### config.mk
export PLATFORM = sky130hd
export DESIGN_NAME = mem_front
export DESIGN_NICKNAME = d
export VERILOG_FILES = /design/src/mem_front_pkg.sv /design/src/mem_front.sv
export VERILOG_INCLUDE_DIRS = /design/src
export SDC_FILE = /design/constraint.sdc
export NUM_CORES = 1
export LEC_CHECK = 0
export ABC_AREA = 1
export BUFFER_PORTS_ARGS = -buffer_cell sky130_fd_sc_hd__buf_2
export CORE_MARGIN = 5
export CORE_UTILIZATION = 55
export CTS_CLUSTER_SIZE = 16
export DETAILED_ROUTE_END_ITERATION = 6
export GPL_ROUTABILITY_DRIVEN = 0
export HOLD_SLACK_MARGIN = 0.12
export PLACE_DENSITY = 0.95
export SLEW_MARGIN = 20
export SYNTH_ARGS = -nofsm -noshare
export SYNTH_HDL_FRONTEND = slang
export SYNTH_SLANG_ARGS = --single-unit
export TNS_END_PERCENT = 30
### constraint.sdc
create_clock -name CLK_SYS -period 4.19 [get_ports CLK_SYS]
set_input_delay 0.2095 -clock CLK_SYS [delete_from_list [all_inputs] [get_ports CLK_SYS]]
set_output_delay 0.2095 -clock CLK_SYS [all_outputs]
set_load 0.05 [all_outputs]
### src/mem_front_map.svh
// Offsets, field positions, reset values, clock period and delay times of the memory front end
`ifndef MEM_FRONT_MAP_SVH
`define MEM_FRONT_MAP_SVH
`define OFS_PAGE 8'hE0
`define OFS_SPACE_MAP 8'hC2
`define OFS_PMODE0 8'hB0
`define OFS_PMODE2 8'hB4
`define OFS_IDENT0 8'hF0
`define OFS_IDENT1 8'hF1
`define UNLOCK1_ADDR 12'hAAA
`define UNLOCK1_DATA 8'hAA
`define UNLOCK2_ADDR 12'h554
`define UNLOCK2_DATA 8'h55
`define SPACE_MAP_INIT 8'h0C
`define FAST_BIT 3
`define MAP_SRAM_PROG 0
`define MAP_SEC_PROG 1
`define MAP_PRI_PROG 2
`define MAP_SEC_DATA 3
`define MAP_PRI_DATA 4
`define CLK_PERIOD_PS 5000
`define RECOVER_NS 25000
`define STANDBY_NS 70
`endif

### src/mem_front_pkg.sv
// Types shared by the memory front end
package mem_front_pkg;
  typedef enum logic [1:0] {OP_NONE, OP_PROGRAM, OP_BULK, OP_SECTOR} flash_op_t;
  typedef struct packed {
    logic [19:0] addr;
    logic [7:0] wdata;
    logic wr;
    logic rd;
    logic fetch;
    logic cfg;
  } host_bus_t;
  typedef struct packed {
    logic sram;
    logic io;
    logic [3:0] secondary;
    logic [7:0] primary;
  } mem_sel_t;
endpackage

### src/mem_front.sv
// Memory select, page register, flash reset control and logic-array input bus
`timescale 1ns/1ps
`default_nettype none
`include "mem_front_map.svh"
module mem_front #(
  parameter int RECOVER_CYCLES = `RECOVER_NS * 1000 / `CLK_PERIOD_PS,
  parameter logic [7:0] IDENT0_VALUE = 8'h5A,
  parameter logic [7:0] IDENT1_VALUE = 8'hA5,
  parameter logic [7:0] RESET_CODE = 8'hF0
) (
  input wire logic CLK_SYS,
  input wire logic RESETN,
  input wire mem_front_pkg::host_bus_t BUS,
  input wire logic [23:0] PRIM_TERMS,
  input wire logic [11:0] SEC_TERMS,
  input wire logic [2:0] SRAM_TERMS,
  input wire logic IO_SEL,
  input wire mem_front_pkg::flash_op_t FLASH_OP,
  input wire logic FLASH_LEFT_READ,
  input wire logic SEQ_TIMEOUT,
  input wire logic SEQ_BAD_BIT,
  input wire logic RESET_PIN_N,
  input wire logic WIDE_ADDR,
  input wire logic POWER_DOWN_IN,
  input wire logic [35:0] PORT_IN,
  input wire logic [15:0] MC_FB,
  input wire logic [1:0] CTRL_AUX,
  output mem_front_pkg::mem_sel_t SEL_OUT,
  output logic [7:0] CFG_DOUT,
  output logic [7:0] PAGE_OUT,
  output logic READ_MODE,
  output logic ERROR_FLAG,
  output logic ABORT_SECTOR,
  output logic ABORT_ALL,
  output logic [81:0] LA_BUS,
  output logic [1:0] LA_AUX,
  output logic LA_STANDBY
);
  import mem_front_pkg::*;

  localparam int STANDBY_CYCLES = `STANDBY_NS * 1000 / `CLK_PERIOD_PS;
  localparam int CW = 16;

  // Counter widths cannot serve counts outside these ranges
  if (RECOVER_CYCLES < 1 || RECOVER_CYCLES >= (1 << CW) || STANDBY_CYCLES < 1
      || STANDBY_CYCLES > 32) begin : g_bad_param
    $error("Timing counts out of range");
  end

  // ==========================================================
  // Select priority and space mapping
  logic [7:0] space_map;
  logic [7:0] pmode0;
  logic [4:0] pmode2;
  wire [7:0] prim_raw;
  wire [3:0] sec_raw;
  genvar g;
  generate
    for (g = 0; g < 8; g++) begin : g_prim
      assign prim_raw[g] = |PRIM_TERMS[g*3 +: 3];
    end
    for (g = 0; g < 4; g++) begin : g_sec
      assign sec_raw[g] = |SEC_TERMS[g*3 +: 3];
    end
  endgenerate
  wire sram_raw = |SRAM_TERMS;
  wire prog = BUS.fetch;
  wire data = BUS.rd | BUS.wr;
  wire high_raw = sram_raw | IO_SEL;
  wire sram_ok = sram_raw & (data | (prog & space_map[`MAP_SRAM_PROG]));
  wire io_ok = IO_SEL & data;
  wire sec_sp = (prog & space_map[`MAP_SEC_PROG]) | (data & space_map[`MAP_SEC_DATA]);
  wire pri_sp = (prog & space_map[`MAP_PRI_PROG]) | (data & space_map[`MAP_PRI_DATA]);
  wire [3:0] sec_ok = sec_raw & {4{sec_sp & ~high_raw}};
  wire [7:0] pri_ok = prim_raw & {8{pri_sp & ~high_raw & ~(|sec_raw)}};
  mem_sel_t next_sel;
  assign next_sel = '{sram: sram_ok, io: io_ok, secondary: sec_ok, primary: pri_ok};
  wire flash_hit = (|sec_ok) | (|pri_ok);

  // ==========================================================
  // Configuration register space
  wire cfg_wr = BUS.cfg & BUS.wr;
  wire [7:0] ofs = BUS.addr[7:0];
  wire [7:0] next_dout =
    (ofs == `OFS_PAGE) ? PAGE_OUT :
    (ofs == `OFS_SPACE_MAP) ? space_map :
    (ofs == `OFS_PMODE0) ? pmode0 :
    (ofs == `OFS_PMODE2) ? {3'h0, pmode2} :
    (ofs == `OFS_IDENT0) ? IDENT0_VALUE :
    (ofs == `OFS_IDENT1) ? IDENT1_VALUE : 8'h00;

  always_ff @(posedge CLK_SYS) begin
    if (!RESETN) begin
      PAGE_OUT <= 8'h00;
      space_map <= `SPACE_MAP_INIT;
      pmode0 <= 8'h00;
      pmode2 <= 5'h00;
      CFG_DOUT <= 8'h00;
      SEL_OUT <= '0;
    end else begin
      SEL_OUT <= next_sel;
      if (BUS.cfg && BUS.rd) begin
        CFG_DOUT <= next_dout;
      end
      if (cfg_wr && ofs == `OFS_PAGE) begin
        PAGE_OUT <= BUS.wdata;
      end
      if (cfg_wr && ofs == `OFS_SPACE_MAP) begin
        space_map <= BUS.wdata;
      end
      if (cfg_wr && ofs == `OFS_PMODE0) begin
        pmode0 <= BUS.wdata;
      end
      if (cfg_wr && ofs == `OFS_PMODE2) begin
        pmode2 <= BUS.wdata[4:0];
      end
    end
  end

  // ==========================================================
  // Reset pin filter
  logic pin_s1;
  logic pin_s2;
  logic pin_s3;
  logic pin_lvl;
  always_ff @(posedge CLK_SYS) begin
    if (!RESETN) begin
      pin_s1 <= 1'b1;
      pin_s2 <= 1'b1;
      pin_s3 <= 1'b1;
      pin_lvl <= 1'b1;
    end else begin
      pin_s1 <= RESET_PIN_N;
      pin_s2 <= pin_s1;
      pin_s3 <= pin_s2;
      if (pin_s2 == pin_s3) begin
        pin_lvl <= pin_s3;
      end
    end
  end
  wire pin_fall = pin_lvl & (pin_s2 == pin_s3) & ~pin_s3;

  // ==========================================================
  // Flash reset command and recovery
  typedef enum logic [1:0] {UL_IDLE, UL_ONE, UL_TWO} unlock_t;
  typedef enum logic [1:0] {MD_READ, MD_OTHER, MD_RECOVER} mode_t;
  unlock_t unlock;
  unlock_t next_unlock;
  mode_t mode;
  mode_t next_mode;
  logic [CW-1:0] rec_cnt;
  logic [CW-1:0] next_cnt;
  logic err;
  wire flash_wr = BUS.wr & ~BUS.cfg & flash_hit;
  wire is_reset = flash_wr & (BUS.wdata == RESET_CODE);
  wire busy_op = (FLASH_OP == OP_PROGRAM) | (FLASH_OP == OP_BULK);
  wire sector_op = FLASH_OP == OP_SECTOR;
  wire op_run = FLASH_OP != OP_NONE;
  wire cmd_taken = is_reset & ~busy_op;
  wire cmd_abort = cmd_taken & sector_op;
  wire [CW-1:0] rec_load = CW'(RECOVER_CYCLES - 1);

  always_comb begin
    next_unlock = UL_IDLE;
    unique case (unlock)
      UL_IDLE: next_unlock = (flash_wr && BUS.addr[11:0] == `UNLOCK1_ADDR
                              && BUS.wdata == `UNLOCK1_DATA) ? UL_ONE : UL_IDLE;
      UL_ONE: next_unlock = (flash_wr && BUS.addr[11:0] == `UNLOCK2_ADDR
                             && BUS.wdata == `UNLOCK2_DATA) ? UL_TWO : UL_ONE;
      UL_TWO: next_unlock = UL_TWO;
      default: next_unlock = UL_IDLE;
    endcase
    if (flash_wr && (unlock == UL_TWO || (unlock == UL_ONE
        && next_unlock != UL_TWO))) begin
      next_unlock = UL_IDLE;
    end
  end

  always_comb begin
    next_mode = mode;
    next_cnt = rec_cnt;
    if (pin_fall) begin
      next_mode = (op_run || err) ? MD_RECOVER : MD_READ;
      next_cnt = rec_load;
    end else if (mode == MD_RECOVER) begin
      if (rec_cnt == '0) begin
        next_mode = MD_READ;
      end else begin
        next_cnt = rec_cnt - 1'b1;
      end
    end else if (cmd_taken) begin
      next_mode = (sector_op || err) ? MD_RECOVER : MD_READ;
      next_cnt = rec_load;
    end else if (op_run || FLASH_LEFT_READ) begin
      next_mode = MD_OTHER;
    end
  end

  always_ff @(posedge CLK_SYS) begin
    if (!RESETN) begin
      unlock <= UL_IDLE;
      mode <= MD_READ;
      rec_cnt <= '0;
      err <= 1'b0;
      READ_MODE <= 1'b1;
      ERROR_FLAG <= 1'b0;
      ABORT_SECTOR <= 1'b0;
      ABORT_ALL <= 1'b0;
    end else begin
      unlock <= next_unlock;
      mode <= next_mode;
      rec_cnt <= next_cnt;
      if (SEQ_TIMEOUT || SEQ_BAD_BIT) begin
        err <= 1'b1;
      end else if (mode == MD_RECOVER && next_mode == MD_READ) begin
        err <= 1'b0;
      end
      ERROR_FLAG <= SEQ_TIMEOUT | SEQ_BAD_BIT | (err & ~(mode == MD_RECOVER
                    && next_mode == MD_READ));
      READ_MODE <= next_mode == MD_READ;
      ABORT_SECTOR <= cmd_abort & ~pin_fall;
      ABORT_ALL <= pin_fall;
    end
  end

  // ==========================================================
  // Logic-array input bus and standby
  wire [15:0] la_addr = WIDE_ADDR ? BUS.addr[19:4] : BUS.addr[15:0];
  wire [4:0] ctrl_in = {CTRL_AUX, BUS.fetch, BUS.rd, BUS.wr};
  wire [4:0] ctrl_g = ctrl_in & ~pmode2;
  wire ready_busy = op_run | (mode == MD_RECOVER);
  wire [81:0] next_la = {la_addr, ctrl_g[2:0], ~RESETN, POWER_DOWN_IN,
                         PORT_IN, PAGE_OUT, MC_FB, ready_busy};
  logic [4:0] idle_cnt;
  wire la_same = next_la == LA_BUS;
  always_ff @(posedge CLK_SYS) begin
    if (!RESETN) begin
      // Arrays see the reset input while it is held
      LA_BUS <= {19'h0, 1'b1, 62'h0};
      LA_AUX <= 2'h0;
      idle_cnt <= 5'h00;
      LA_STANDBY <= 1'b0;
    end else begin
      LA_BUS <= next_la;
      LA_AUX <= ctrl_g[4:3];
      idle_cnt <= !la_same ? 5'h00 : (idle_cnt == 5'h1F) ? idle_cnt : idle_cnt + 5'h01;
      LA_STANDBY <= ~pmode0[`FAST_BIT] & la_same
                    & (idle_cnt >= 5'(STANDBY_CYCLES - 1));
    end
  end

  // ==========================================================
  // Checks
  property p_sram_prio;
    @(posedge CLK_SYS) disable iff (!RESETN)
    (sram_raw && data) |=> SEL_OUT.sram && SEL_OUT.primary == 8'h00 && SEL_OUT.secondary == 4'h0;
  endproperty
  a_sram_prio: assert property (p_sram_prio) else $error("SRAM lost priority");
  property p_sec_prio;
    @(posedge CLK_SYS) disable iff (!RESETN)
    (!high_raw && |sec_raw && sec_sp) |=> SEL_OUT.primary == 8'h00 && |SEL_OUT.secondary;
  endproperty
  a_sec_prio: assert property (p_sec_prio) else $error("secondary lost priority");
  property p_sram_gate;
    @(posedge CLK_SYS) disable iff (!RESETN)
    !sram_raw |=> !SEL_OUT.sram;
  endproperty
  a_sram_gate: assert property (p_sram_gate) else $error("SRAM answered unselected");
  property p_map_sep;
    @(posedge CLK_SYS) disable iff (!RESETN)
    (space_map == 8'h0C && BUS.rd && !BUS.fetch && !BUS.wr) |=> SEL_OUT.primary == 8'h00;
  endproperty
  a_map_sep: assert property (p_map_sep) else $error("primary in data space");
  property p_page_wr;
    @(posedge CLK_SYS) disable iff (!RESETN)
    (cfg_wr && ofs == 8'hE0) |=> PAGE_OUT == $past(BUS.wdata)
      ##1 LA_BUS[24:17] == $past(PAGE_OUT);
  endproperty
  a_page_wr: assert property (p_page_wr) else $error("page write failed");
  property p_ignore;
    @(posedge CLK_SYS) disable iff (!RESETN)
    (is_reset && busy_op && !pin_fall) |=> !ABORT_SECTOR && mode != MD_RECOVER;
  endproperty
  a_ignore: assert property (p_ignore) else $error("reset not ignored");
  property p_quick;
    @(posedge CLK_SYS) disable iff (!RESETN)
    (cmd_taken && !sector_op && !err && !pin_fall && mode != MD_RECOVER) |=> READ_MODE;
  endproperty
  a_quick: assert property (p_quick) else $error("reset not immediate");
  property p_abort;
    @(posedge CLK_SYS) disable iff (!RESETN)
    (cmd_abort && !pin_fall && mode != MD_RECOVER) |=> ABORT_SECTOR && !READ_MODE
      && rec_cnt == rec_load;
  endproperty
  a_abort: assert property (p_abort) else $error("sector erase not aborted");
  property p_pin;
    @(posedge CLK_SYS) disable iff (!RESETN)
    pin_fall |=> ABORT_ALL && (READ_MODE || rec_cnt == rec_load);
  endproperty
  a_pin: assert property (p_pin) else $error("reset pin not honoured");
  property p_fast;
    @(posedge CLK_SYS) disable iff (!RESETN)
    pmode0[3] |=> !LA_STANDBY;
  endproperty
  a_fast: assert property (p_fast) else $error("standby in fast mode");
  c_recover: cover property (@(posedge CLK_SYS) disable iff (!RESETN)
    mode == MD_RECOVER ##1 mode == MD_READ);
  c_unlocked: cover property (@(posedge CLK_SYS) disable iff (!RESETN)
    unlock == UL_TWO && cmd_taken);
  c_standby: cover property (@(posedge CLK_SYS) disable iff (!RESETN) LA_STANDBY);
endmodule
`default_nettype wire

Word-level counts from Yosys, hierarchy flattened. Index checks and enable logic that the tools add are counted.

Reductions and logical operators: 36. Equal/unequal tests: 16. Bitwise gates (word level): 45. Add/subtract/negate cells: 2. Muxes and demuxes: 20. $lt $le $gt $ge: 1.

Operators with widths (number): $eq A82 B82 Y1 (1); $mux W16 (4); $eq A8 B8 Y1 const B (7); $mux W8 (6); $reduce_or A3 Y1 (13); $and A1 B1 Y1 (22); $logic_not A16 Y1 (1); $sub A16 B1 Y16 const B (1); $mux W2 (7); $mux W13 (1); $reduce_or A12 Y1 (1); $or A1 B1 Y1 (10); $not A1 Y1 (9); $and A8 B8 Y8 (1); $reduce_or A8 Y1 (1); $eq A2 B2 Y1 const B (3); $logic_and A1 B1 Y1 (6); $reduce_and A2 Y1 (3); $reduce_bool A2 Y1 (3); $add A5 B1 Y5 const B (1); $and A5 B5 Y5 (1); $eq A5 B5 Y1 const B (1); $ge A5 B4 Y1 const B (1); $not A5 Y5 (1); other kinds (11) (15).

Word-level logic and storage cells: 145. Bits in registers: 168. Output and inout bits: 119. Bits of input ports: 136.

Depth between registers and ports, before layout. Gate-level depths: netlist of the first run.

Depth in word-level cells: 19. Gate-level depth with buffers: 15. Mapped depth without buffers: 15.

Least setup slack after synthesis of the first run. OpenSTA, ideal clock, no wires.

Path kind: register to register. Start: reg LA_BUS[30]. End: reg idle_cnt[0]. Library setup time: 78 ps. Path buffers: 0. Arrival: 1607 ps. Stages on the path, launching flop included: 8. Period minus slack after synthesis: 1684 ps. Required time: 4112 ps. Setup slack: 2506 ps. Path through: dfxtp_1 > inv_1 > a22o_1 > nor4_1 > nand3_1 > nor2_1 > nand3_2 > nor3_1.

Longest elaborated chain between the ends: 2.

Ends and longest elaborated chain: from (decl) (RTL line mem_front.sv:35) `output logic [81:0] LA_BUS,`; from (signal assigned) (RTL line mem_front.sv:239) `LA_BUS <= {19'h0, 1'b1, 62'h0};`; from (signal assigned) (RTL line mem_front.sv:244) `LA_BUS <= next_la;`; $eq A82 B82 Y1 (RTL line mem_front.sv:235) `wire la_same = next_la == LA_BUS;`; $reduce_and A2 Y1 (no source line); to (signal assigned) (RTL line mem_front.sv:246) `idle_cnt <= !la_same ? 5'h00 : (idle_cnt == 5'h1F) ? idle_cnt : idle_cnt + 5'h01;`; to (decl) (RTL line mem_front.sv:234) `logic [4:0] idle_cnt;`.

Every way passes these cells. A chain may end at the register's enable or synchronous reset.

Worst setup path in the final report of the first run.
Start: in MC_FB[1]. End: reg idle_cnt[1].

Longest elaborated chain between the ends: 2.

Ends and longest elaborated chain: from (decl) (RTL line mem_front.sv:26) `input wire logic [15:0] MC_FB,`; $eq A82 B82 Y1 (RTL line mem_front.sv:235); $reduce_and A2 Y1 (no source line).

Every way passes these cells.

==> results of run 1 <==
-- critical path: stages --
cell,delay [ps]
dlygate4sd3_1,550
buf_2,150
inv_1,70
nor2_1,50
a221oi_1,600
and2_0,300
nand4_1,130
nor2_1,330
nand3_2,200
nor3_1,220
-- metal layers --
| layer | vias to the layer above | GRT usage | part of all wire |
|---|---|---|---|
| met5 | - | 0 | 0.00044 |
| met4 | 2 | 0.263 | 0.076 |
| met3 | 241 | 0.118 | 0.11 |
| met2 | 759 | 0.602 | 0.48 |
| met1 | 3986 | 0.386 | 0.34 |
| li1 | 3962 | - | - |
-- sequential cells by signal, indices dropped and copies added (netlist names), 2 cells and up --
register and cells:
space_map 8, SEL_OUT 14, CFG_DOUT 8, rec_cnt 16, PAGE_OUT 8, pmode0 8
pmode2 5, mode 2, idle_cnt 5, LA_AUX 2, LA_BUS 82
-- per-stage QoR --
step | worst slack [ps] | utilization | total power (W) | hold slack, ps
floorplan | 2510 | - | 0.00204 | 307
global placement | 2330 | 0.666 | 0.00221 | 396
detailed placement | 2220 | 0.666 | 0.00222 | 399
CTS | 2150 | 0.776 | 0.00397 | 124
global route | 1760 | 0.776 | 0.00415 | 157
finish | 1720 | 0.776 | 0.00404 | 137
-- cells by family (layout without fill, tap and decap cells) --
family | after synthesis | after routing | share of synthesized area
AO/OA/AOI/OAI | 174 | 174 | 0.137
XOR/XNOR | 33 | 33 | 0.0383
adder cells (fa/ha/maj) | 6 | 6 | 0.00994
buffers and inverters | 208 | 547 | 0.110
flip-flops | 168 | 168 | 0.445
multiplexers | 2 | 2 | 0.00265
AND/OR/NAND/NOR | 452 | 452 | 0.257
-- layout make-up --
| type | count | area, sq um |
|---|---|---|
| Inverter | 178 | 671 |
| Multi-Input combinational cell | 667 | 3360 |
| Sequential cell | 168 | 3360 |
| Clock buffer | 18 | 439 |
| Fill cell | 856 | 2990 |
| Clock inverter | 14 | 209 |
| Tap cell | 176 | 220 |
| Timing Repair Buffer | 337 | 2100 |
-- Yosys cell counts, types with 2 or more instances --
cell type  number  area [sq um]
nand2_1       234           878
inv_1         170           638
dfxtp_1       168          3360
nor2_1        123           462
o21ai_0        58           290
a21oi_1        47           235
clkbuf_1       18          67.6
nand3_1        18          90.1
o22ai_1        18           113
nor3_1         17          85.1
xor2_1         17           149
xnor2_1        16           140
nor4_1         13          81.3
o21ai_1        10          50.1
buf_4           9          67.6
nand4_1         9          56.3
or2_2           9          56.3
a221oi_1        8          70.1
a22o_1          8          70.1
or3_1           8          50.1
ha_1            6          75.1
inv_2           6          22.5
a211oi_1        5          37.5
nor2_2          4          25.0
o21ai_2         4          35.0
a21oi_2         3          26.3
nand3_2         3          30.0
nor3b_1         3          22.5
nor4_2          3          37.5
o211ai_1        3          22.5
a21boi_0        2          15.0
a31oi_1         2          12.5
buf_6           2          22.5
mux2i_1         2          20.0
nand2_2         2          12.5
o2111ai_1       2          17.5
o21a_1          2          15.0
-- path summary, 6_finish.rpt --
check	startpoint	end	depth (start not counted)
setup / recovery	MC_FB[1]	idle_cnt[1]	10
hold / removal	PRIM_TERMS[2]	SEL_OUT[0]	4
setup reg to reg	LA_BUS[27]	idle_cnt[1]	6
hold reg to reg	pin_s1	pin_s2	1
-- power by group --
part | internal (W) | total, W | switching [W]
sequential | 0.00165 | 0.00168 | 0.0000395
combinational | 0.000206 | 0.000605 | 0.000400
clock | 0.00103 | 0.00175 | 0.000722
total | 0.00288 | 0.00404 | 0.00116
==> results.ini, run 1 <==
[clock_network]
clk_latency_ps = 440
clkSlewWorstSetupHoldPaths_ps = 70
htreeDepth = 4
clock_sinks = 168
holdBufCountCts = 82
post_cts_resized = 0
cts_setup_buffers = 0
cts_max_path_buffers = 2
cts-root-buf = clkbuf_16
cts_buffers = 17
cts_tree = yes

[timing]
slew_violations = 0
max-slew-margin-rel = 0.294
clock.fmax_mhz = 405
setup_viol = 0
rsz0062_at_grt = no
min_period_over_period = 0.589
fin_skew_ps = 18.1
tns_ps = 0
worst_pin_slew_ps = 1060
hold_viol = 0
min_period_ps = 2470

[die]
core_sq_um = 13300
die_x_um = 127
rows = 42
dieArea_sq_um = 16200
die_y_um = 127
start_util = 0.566
io_pins = 255

[pwr]
cellLeakagePower_nw = 5.40
vdd_drop_max_v = 0.000276
p_per_area_nw_per_um2 = 390

[synth]
ys_seq_elements = 168
yosysSeqAreaShare = 0.445
ys_types = 48
synth_area_per_cell_sq_um = 7.24
synth_area_sq_um = 7550
synth_edf_count = 0
synthFlopType = dfxtp_1
syn_nets = 1185
synthArstFlopShare = 0
yosysWarnings = 0
syn_inst = 1043

[detailed_routing]
wire_per_inst_um = 18.8
via_per_inst = 5.74
postRouteWirelength_um = 29300
ant_nets = 0
initialDrtViolationCount = 1351
num_vias = 8950
drcViolationCount = 49
dr.pass1.iters = 7

[min_path]
hp-class = input port to register

[setup_path]
worstSetupPathType = input port to register
end_kind = register
cp_max_fo = 6
rrSetupSlack_ps = 1860
required_ps = 4530
critPathArrivalTime_ps = 2810
startpoint_type = input port

[final_layout]
final_cells = 1558
layout_commonest_cell = buf_2
final_cell_area_sq_um = 10400
area_growth_pct = 37.1
antenna_cells = 0
layout-drive-gt1-share = 0.235
nNetsFinal = 1511
final_cell_mix = 254 x buf_2, 234 x nand2_1, 170 x inv_1, 168 x dfxtp_1, 123 x nor2_1

[global_route]
grt_pass1_wl_um = 46200
grt_max_degree = 101
grt_pass1_vias = 9017
grtUsageTotal = 0.362
grt_overflow = 0
antenna_found_initial = 1

[placed_design]
dpl.cell_count = 1444
placed_cell_area_sq_um = 8890
hpwl_um = 17300
place.port_buffers = 254

[flow_run]
cap_violations = 0

[outcome]
violations = design-rule violations
status = finished with violations

No activity file was read; power rests on OpenSTA's default activity.
==> run 2: changes to the inputs <==
CORE_UTILIZATION = 46   (was 55)
PLACE_DENSITY = 0.88   (was 0.95)
clock period = 2.05 ns   (was 4.19 ns; I/O delays follow)
==> results.ini, run 2 (same netlist as run 1, synthesis figures left out) <==
[final_layout]
largestRegisters = LA_BUS x82, rec_cnt x16, SEL_OUT x14
fill_cells = 1207  ; +41%
area_growth_pct = 43.8
fin_util = 0.679  ; -0.0972
final_cell_area_sq_um = 10900  ; +4.9%
layout_commonest_cell = buf_2
final_cells = 1645  ; +5.6%
largest_register_ffs = 82  ; unchanged
final_cell_mix = 253 x buf_2, 234 x nand2_1, 170 x inv_1, 168 x dfxtp_1, 122 x nor2_1
regMostFlops = LA_BUS
nNetsFinal = 1556  ; +3.0%
layout-drive-gt1-share = 0.236  ; +0.000993

[flow_run]
cap_violations = 0  ; unchanged

[die]
dieArea_sq_um = 19100  ; +18%
start_util = 0.472  ; -0.0938
rows = 46  ; +9.5%
die_x_um = 138  ; +8.6%
io_pins = 255  ; unchanged
core_sq_um = 16000  ; +20%
die_y_um = 138  ; +8.6%

[global_route]
antenna_found_initial = 2  ; +1
grt_pass1_vias = 8698  ; -3.5%
grt_pass1_wl_um = 43100  ; -6.8%
grtUsageTotal = 0.273  ; -0.0892
grt_max_degree = 101  ; unchanged
grt_overflow = 0  ; unchanged

[timing]
hold_viol = 0  ; unchanged
setup_viol = 0  ; unchanged
rsz0062_at_grt = no
slew_violations = 0  ; unchanged
tns_ps = 0  ; unchanged
clock.fmax_mhz = 519
max-slew-margin-rel = 0.618  ; +0.324
min_period_ps = 1930
min_period_over_period = 0.939
worst_pin_slew_ps = 574  ; -485 ps
fin_skew_ps = 12.6  ; -5.46 ps

[clock_network]
clkSlewWorstSetupHoldPaths_ps = 70  ; about the same
cts-root-buf = clkbuf_16
htreeDepth = 4  ; unchanged
cts_max_path_buffers = 2  ; unchanged
cts_buffers = 17  ; unchanged
clock_sinks = 168  ; unchanged
cts_tree = yes
clk_latency_ps = 440  ; about the same
cts_setup_buffers = 0  ; unchanged

[placed_design]
placed_cell_area_sq_um = 9020  ; +1.4%
place.port_buffers = 254  ; unchanged
dpl.cell_count = 1492  ; +3.3%
hpwl_um = 17300  ; about the same

[setup_path]
cp_max_fo = 6  ; unchanged
required_ps = 2390  ; -2140 ps
end_kind = register
critPathArrivalTime_ps = 2270  ; -540 ps
startpoint_type = register
worstSetupPathType = register to register

[outcome]
status = complete, no violations

[detailed_routing]
drcViolationCount = 0  ; -100%
initialDrtViolationCount = 875  ; -35%
wire_per_inst_um = 16.3  ; -13%
dr.pass1.iters = 7  ; unchanged
ant_nets = 0  ; unchanged
via_per_inst = 5.26  ; -8.5%
num_vias = 8651  ; -3.3%
postRouteWirelength_um = 26800  ; -8.6%

[pwr]
p_per_area_nw_per_um2 = 753  ; +93%
power_w = 0.00818  ; +100%
cellLeakagePower_nw = 5.59  ; +3.5%
vdd_drop_max_v = 0.000553  ; +100%

[min_path]
hp-class = input port to register

run 2: cell count changes in the layout (fill, tap and decap cells not counted), sizes merged:
cell / previous run / this run
buf: 255 / 263
bufinv: 4 / 3
clkbuf: 18 / 17
clkinv: 2 / 3
clkinvlp: 3 / 1
diode: 0 / 2
dlygate4sd3: 82 / 119
inv: 183 / 186
run 2: power breakdown:
| group | total (W) | switching (W) | internal (W) |
|---|---|---|---|
| clock network | 0.00347 | 0.00149 | 0.00198 |
| logic | 0.00128 | 0.000804 | 0.000474 |
| registers | 0.00344 | 0.0000746 | 0.00336 |
run 2: worst max-delay path, stage by stage, from the launching register on:
cell and delay [ps]:
dfxtp_1 370, inv_1 90, a22o_1 220, nor4_1 330, nand3_1 140, nor2_1 240, nand3_2 190, nor3_2 250
run 2: layout make-up:
| cell class | count | area (sq um) | share of cell area |
|---|---|---|---|
| clock buffer | 17 | 425 | 0.0392 |
| tap | 216 | 270 | 0.0249 |
| clock inverter | 15 | 208 | 0.0191 |
| sequential | 168 | 3360 | 0.310 |
| antenna | 2 | 5.00 | 0.000461 |
| inverter | 178 | 671 | 0.0617 |
| timing repair buffer | 382 | 2540 | 0.234 |
| multi-input combinational | 667 | 3380 | 0.311 |
run 2: per-stage QoR:
| step | setup slack (ps) | hold WS (ps) |
|---|---|---|
| 2_1_floorplan | 366 | 200 |
| 3_3_place_gp | 166 | 288 |
| 3_5_place_dp | 106 | 292 |
| 4_1_cts | 13.6 | 128 |
| 5_1_grt | 2.41 | 185 |
| 6_report | 125 | 165 |
run 2: routing by layer:
metal  vias up  track usage  part of all wire
li1       4048            -                 -
met1      3846        0.311              0.37
met2       590        0.450              0.47
met3       167       0.0666             0.091
met4         0        0.192             0.068
met5         -            0                 0
run 2: final timing paths:
path	cells past startpoint	to	slack [ps]	start
hold / removal	5	CFG_DOUT[6]	170	BUS[19]
hold reg to reg	1	pin_s2	410	pin_s1
setup reg to reg	7	idle_cnt[4]	120	LA_BUS[30]
setup / recovery	7	idle_cnt[4]	120	LA_BUS[30]
run 2: repair_timing:
item	4_1_cts	5_1_grt
hold buffers	119	0
endpoints found under the hold margin	123	0
gates resized for setup	0	4
setup endpoints to repair	0	6
==> run 3: changes to the inputs <==
CORE_UTILIZATION = 47   (was 46)
CTS_BUF_LIST = sky130_fd_sc_hd__clkbuf_8   (was not set)
PLACE_DENSITY = 0.89   (was 0.88)
==> results.ini, run 3 (same netlist as run 1, synthesis figures left out) <==
[final_layout]
final_cell_mix = 253 x buf_2, 234 x nand2_1, 171 x inv_1, 168 x dfxtp_1, 128 x dlygate4sd3_1
largest_register_ffs = 82  ; unchanged
antenna_cells = 0  ; -2
layout_commonest_cell = buf_2
largestRegisters = LA_BUS x82, rec_cnt x16, SEL_OUT x14
area_growth_pct = 41.9
nNetsFinal = 1565  ; +0.58%
layout-drive-gt1-share = 0.236  ; -0.000620
fill_cells = 1194  ; -1.1%
fin_util = 0.677  ; -0.00169
regMostFlops = LA_BUS

[detailed_routing]
ant_nets = 0  ; unchanged
wire_per_inst_um = 16.2  ; -0.84%
dr.pass1.iters = 5  ; -2
via_per_inst = 5.21  ; -0.97%
initialDrtViolationCount = 576  ; -34%
postRouteWirelength_um = 26700  ; -0.48%
num_vias = 8598  ; -0.61%
drcViolationCount = 0  ; unchanged

[pwr]
vdd_drop_max_v = 0.000419  ; -24%
power_w = 0.00713  ; -13%
p_per_area_nw_per_um2 = 666  ; -12%
cellLeakagePower_nw = 5.51  ; -1.4%

[setup_path]
required_ps = 2440  ; +50 ps
cp_max_fo = 6  ; unchanged
crit_buf_inv = 1  ; unchanged
worst_path_max_delay_cell = dfxtp_1
end_kind = register
startpoint_type = register
max_stage_delay_ps = 340  ; -30 ps
critPathArrivalTime_ps = 2330  ; +60 ps
r2r_start = LA_BUS[16]
critPathLaunch = LA_BUS[16]
crit_family = simple AND/OR/NAND/NOR gates
worstSetupPathType = register to register
path_cells = inv_1 -> nor2_1 -> a211oi_1 -> nor3b_1 -> nand3_1 -> nor2_2 -> nand3_4 -> nor3_2

[min_path]
hp-class = input port to register
worstHoldStart = BUS[26]

[timing]
min_period_over_period = 0.943  ; +0.00406
rsz0062_at_grt = no
setup_viol = 0  ; unchanged
setup_ws_ps = 116  ; -8.32 ps
clock.fmax_mhz = 517  ; -0.43%
slew_violations = 0  ; unchanged
max-slew-margin-rel = 0.604  ; -0.0140
min_period_ps = 1930  ; +8.32 ps
worst_pin_slew_ps = 595  ; +20.9 ps
tns_ps = 0  ; unchanged
fin_skew_ps = 19.8  ; +7.19 ps
hold_viol = 0  ; unchanged

[die]
die_x_um = 137  ; -1.0%
rows = 46  ; unchanged
dieArea_sq_um = 18700  ; -2.0%
die_y_um = 137  ; -1.0%
core_sq_um = 15800  ; -1.1%
start_util = 0.477  ; +0.00515
io_pins = 255  ; unchanged

[placed_design]
dp_slack_ps = 179  ; +72.9 ps
hpwl_um = 16900  ; -2.1%
place.port_buffers = 254  ; unchanged

[flow_run]
cap_violations = 0  ; unchanged

[clock_network]
cts-root-buf = clkbuf_8
cts_max_path_buffers = 2  ; unchanged
clk_latency_ps = 470  ; +30 ps
cts_tree = yes
cts_buffers = 17  ; unchanged
clock_sinks = 168  ; unchanged
clkSlewWorstSetupHoldPaths_ps = 90  ; +20 ps
htreeDepth = 4  ; unchanged

[global_route]
antenna_found_initial = 0  ; -2
grt_pass1_wl_um = 42200  ; -1.9%
grt_pass1_vias = 8711  ; +0.15%
grtUsageTotal = 0.286  ; +0.0132
grt_overflow = 0  ; unchanged
grt_max_degree = 53  ; -48%

[outcome]
status = complete, no violations

-- run 3: cell count changes in the layout (fill, tap and decap cells not counted), sizes merged --
| cell | change |
|---|---|
| clkinvlp | +2 |
| bufinv | -1 |
| diode | -2 |
| inv | -5 |
| dlygate4sd3 | +9 |
| clkbuf | +3 |
-- run 3: worst min-delay path, cell delays in order --
cell,delay [ps]
buf_2,90
inv_1,100
o21ai_0,110
inv_2,80
nor2_1,40
-- run 3: timing repair --
action	CTS	global route
setup endpoints to repair	0	6
buffers inserted	0	0
hold endpoints to repair	126	0
hold buffers	129	0
resized for setup	0	9
-- run 3: routing by layer --
layer	vias up	track usage	routed length, um
met3	145	0.0805	2540
met4	0	0.181	1630
met2	527	0.485	12700
li1	4061	-	-
met1	3865	0.316	9770
met5	-	0	0
-- run 3: cell type report --
class	instances	area (sq um)	area share
Clock buffer	20	275	0.0257
Clock inverter	11	121	0.0113
Multi-Input combinational cell	667	3400	0.317
Sequential cell	168	3360	0.314
Timing Repair Buffer	391	2620	0.245
Inverter	178	671	0.0626
Tap cell	216	270	0.0252
-- run 3: path summary, 6_finish.rpt --
kind,depth (start not counted),endpoint,slack (ps)
hold reg to reg,1,pin_s2,420
hold / removal,5,LA_BUS[80],100
setup / recovery,8,idle_cnt[0],120
setup reg to reg,8,idle_cnt[0],120
-- run 3: through the flow --
stage | std cells | instance area, sq um | hold slack, ps
after CTS | 1652 | 10700 | 148
after global placement | 1492 | 9000 | 290
after detailed placement | 1492 | 9000 | 294
after global routing | 1651 | 10700 | 183
after floorplan | 1043 | 7550 | 200
final | 1651 | 10700 | 97.3
-- run 3: power by group --
group	internal, W	leakage [nW]	total, W	switching, W
Sequential	0.00336	1.38	0.00343	0.0000717
Clock	0.00117	0.200	0.00241	0.00124
Combinational	0.000481	3.94	0.00129	0.000806
Total	0.00501	5.51	0.00713	0.00212
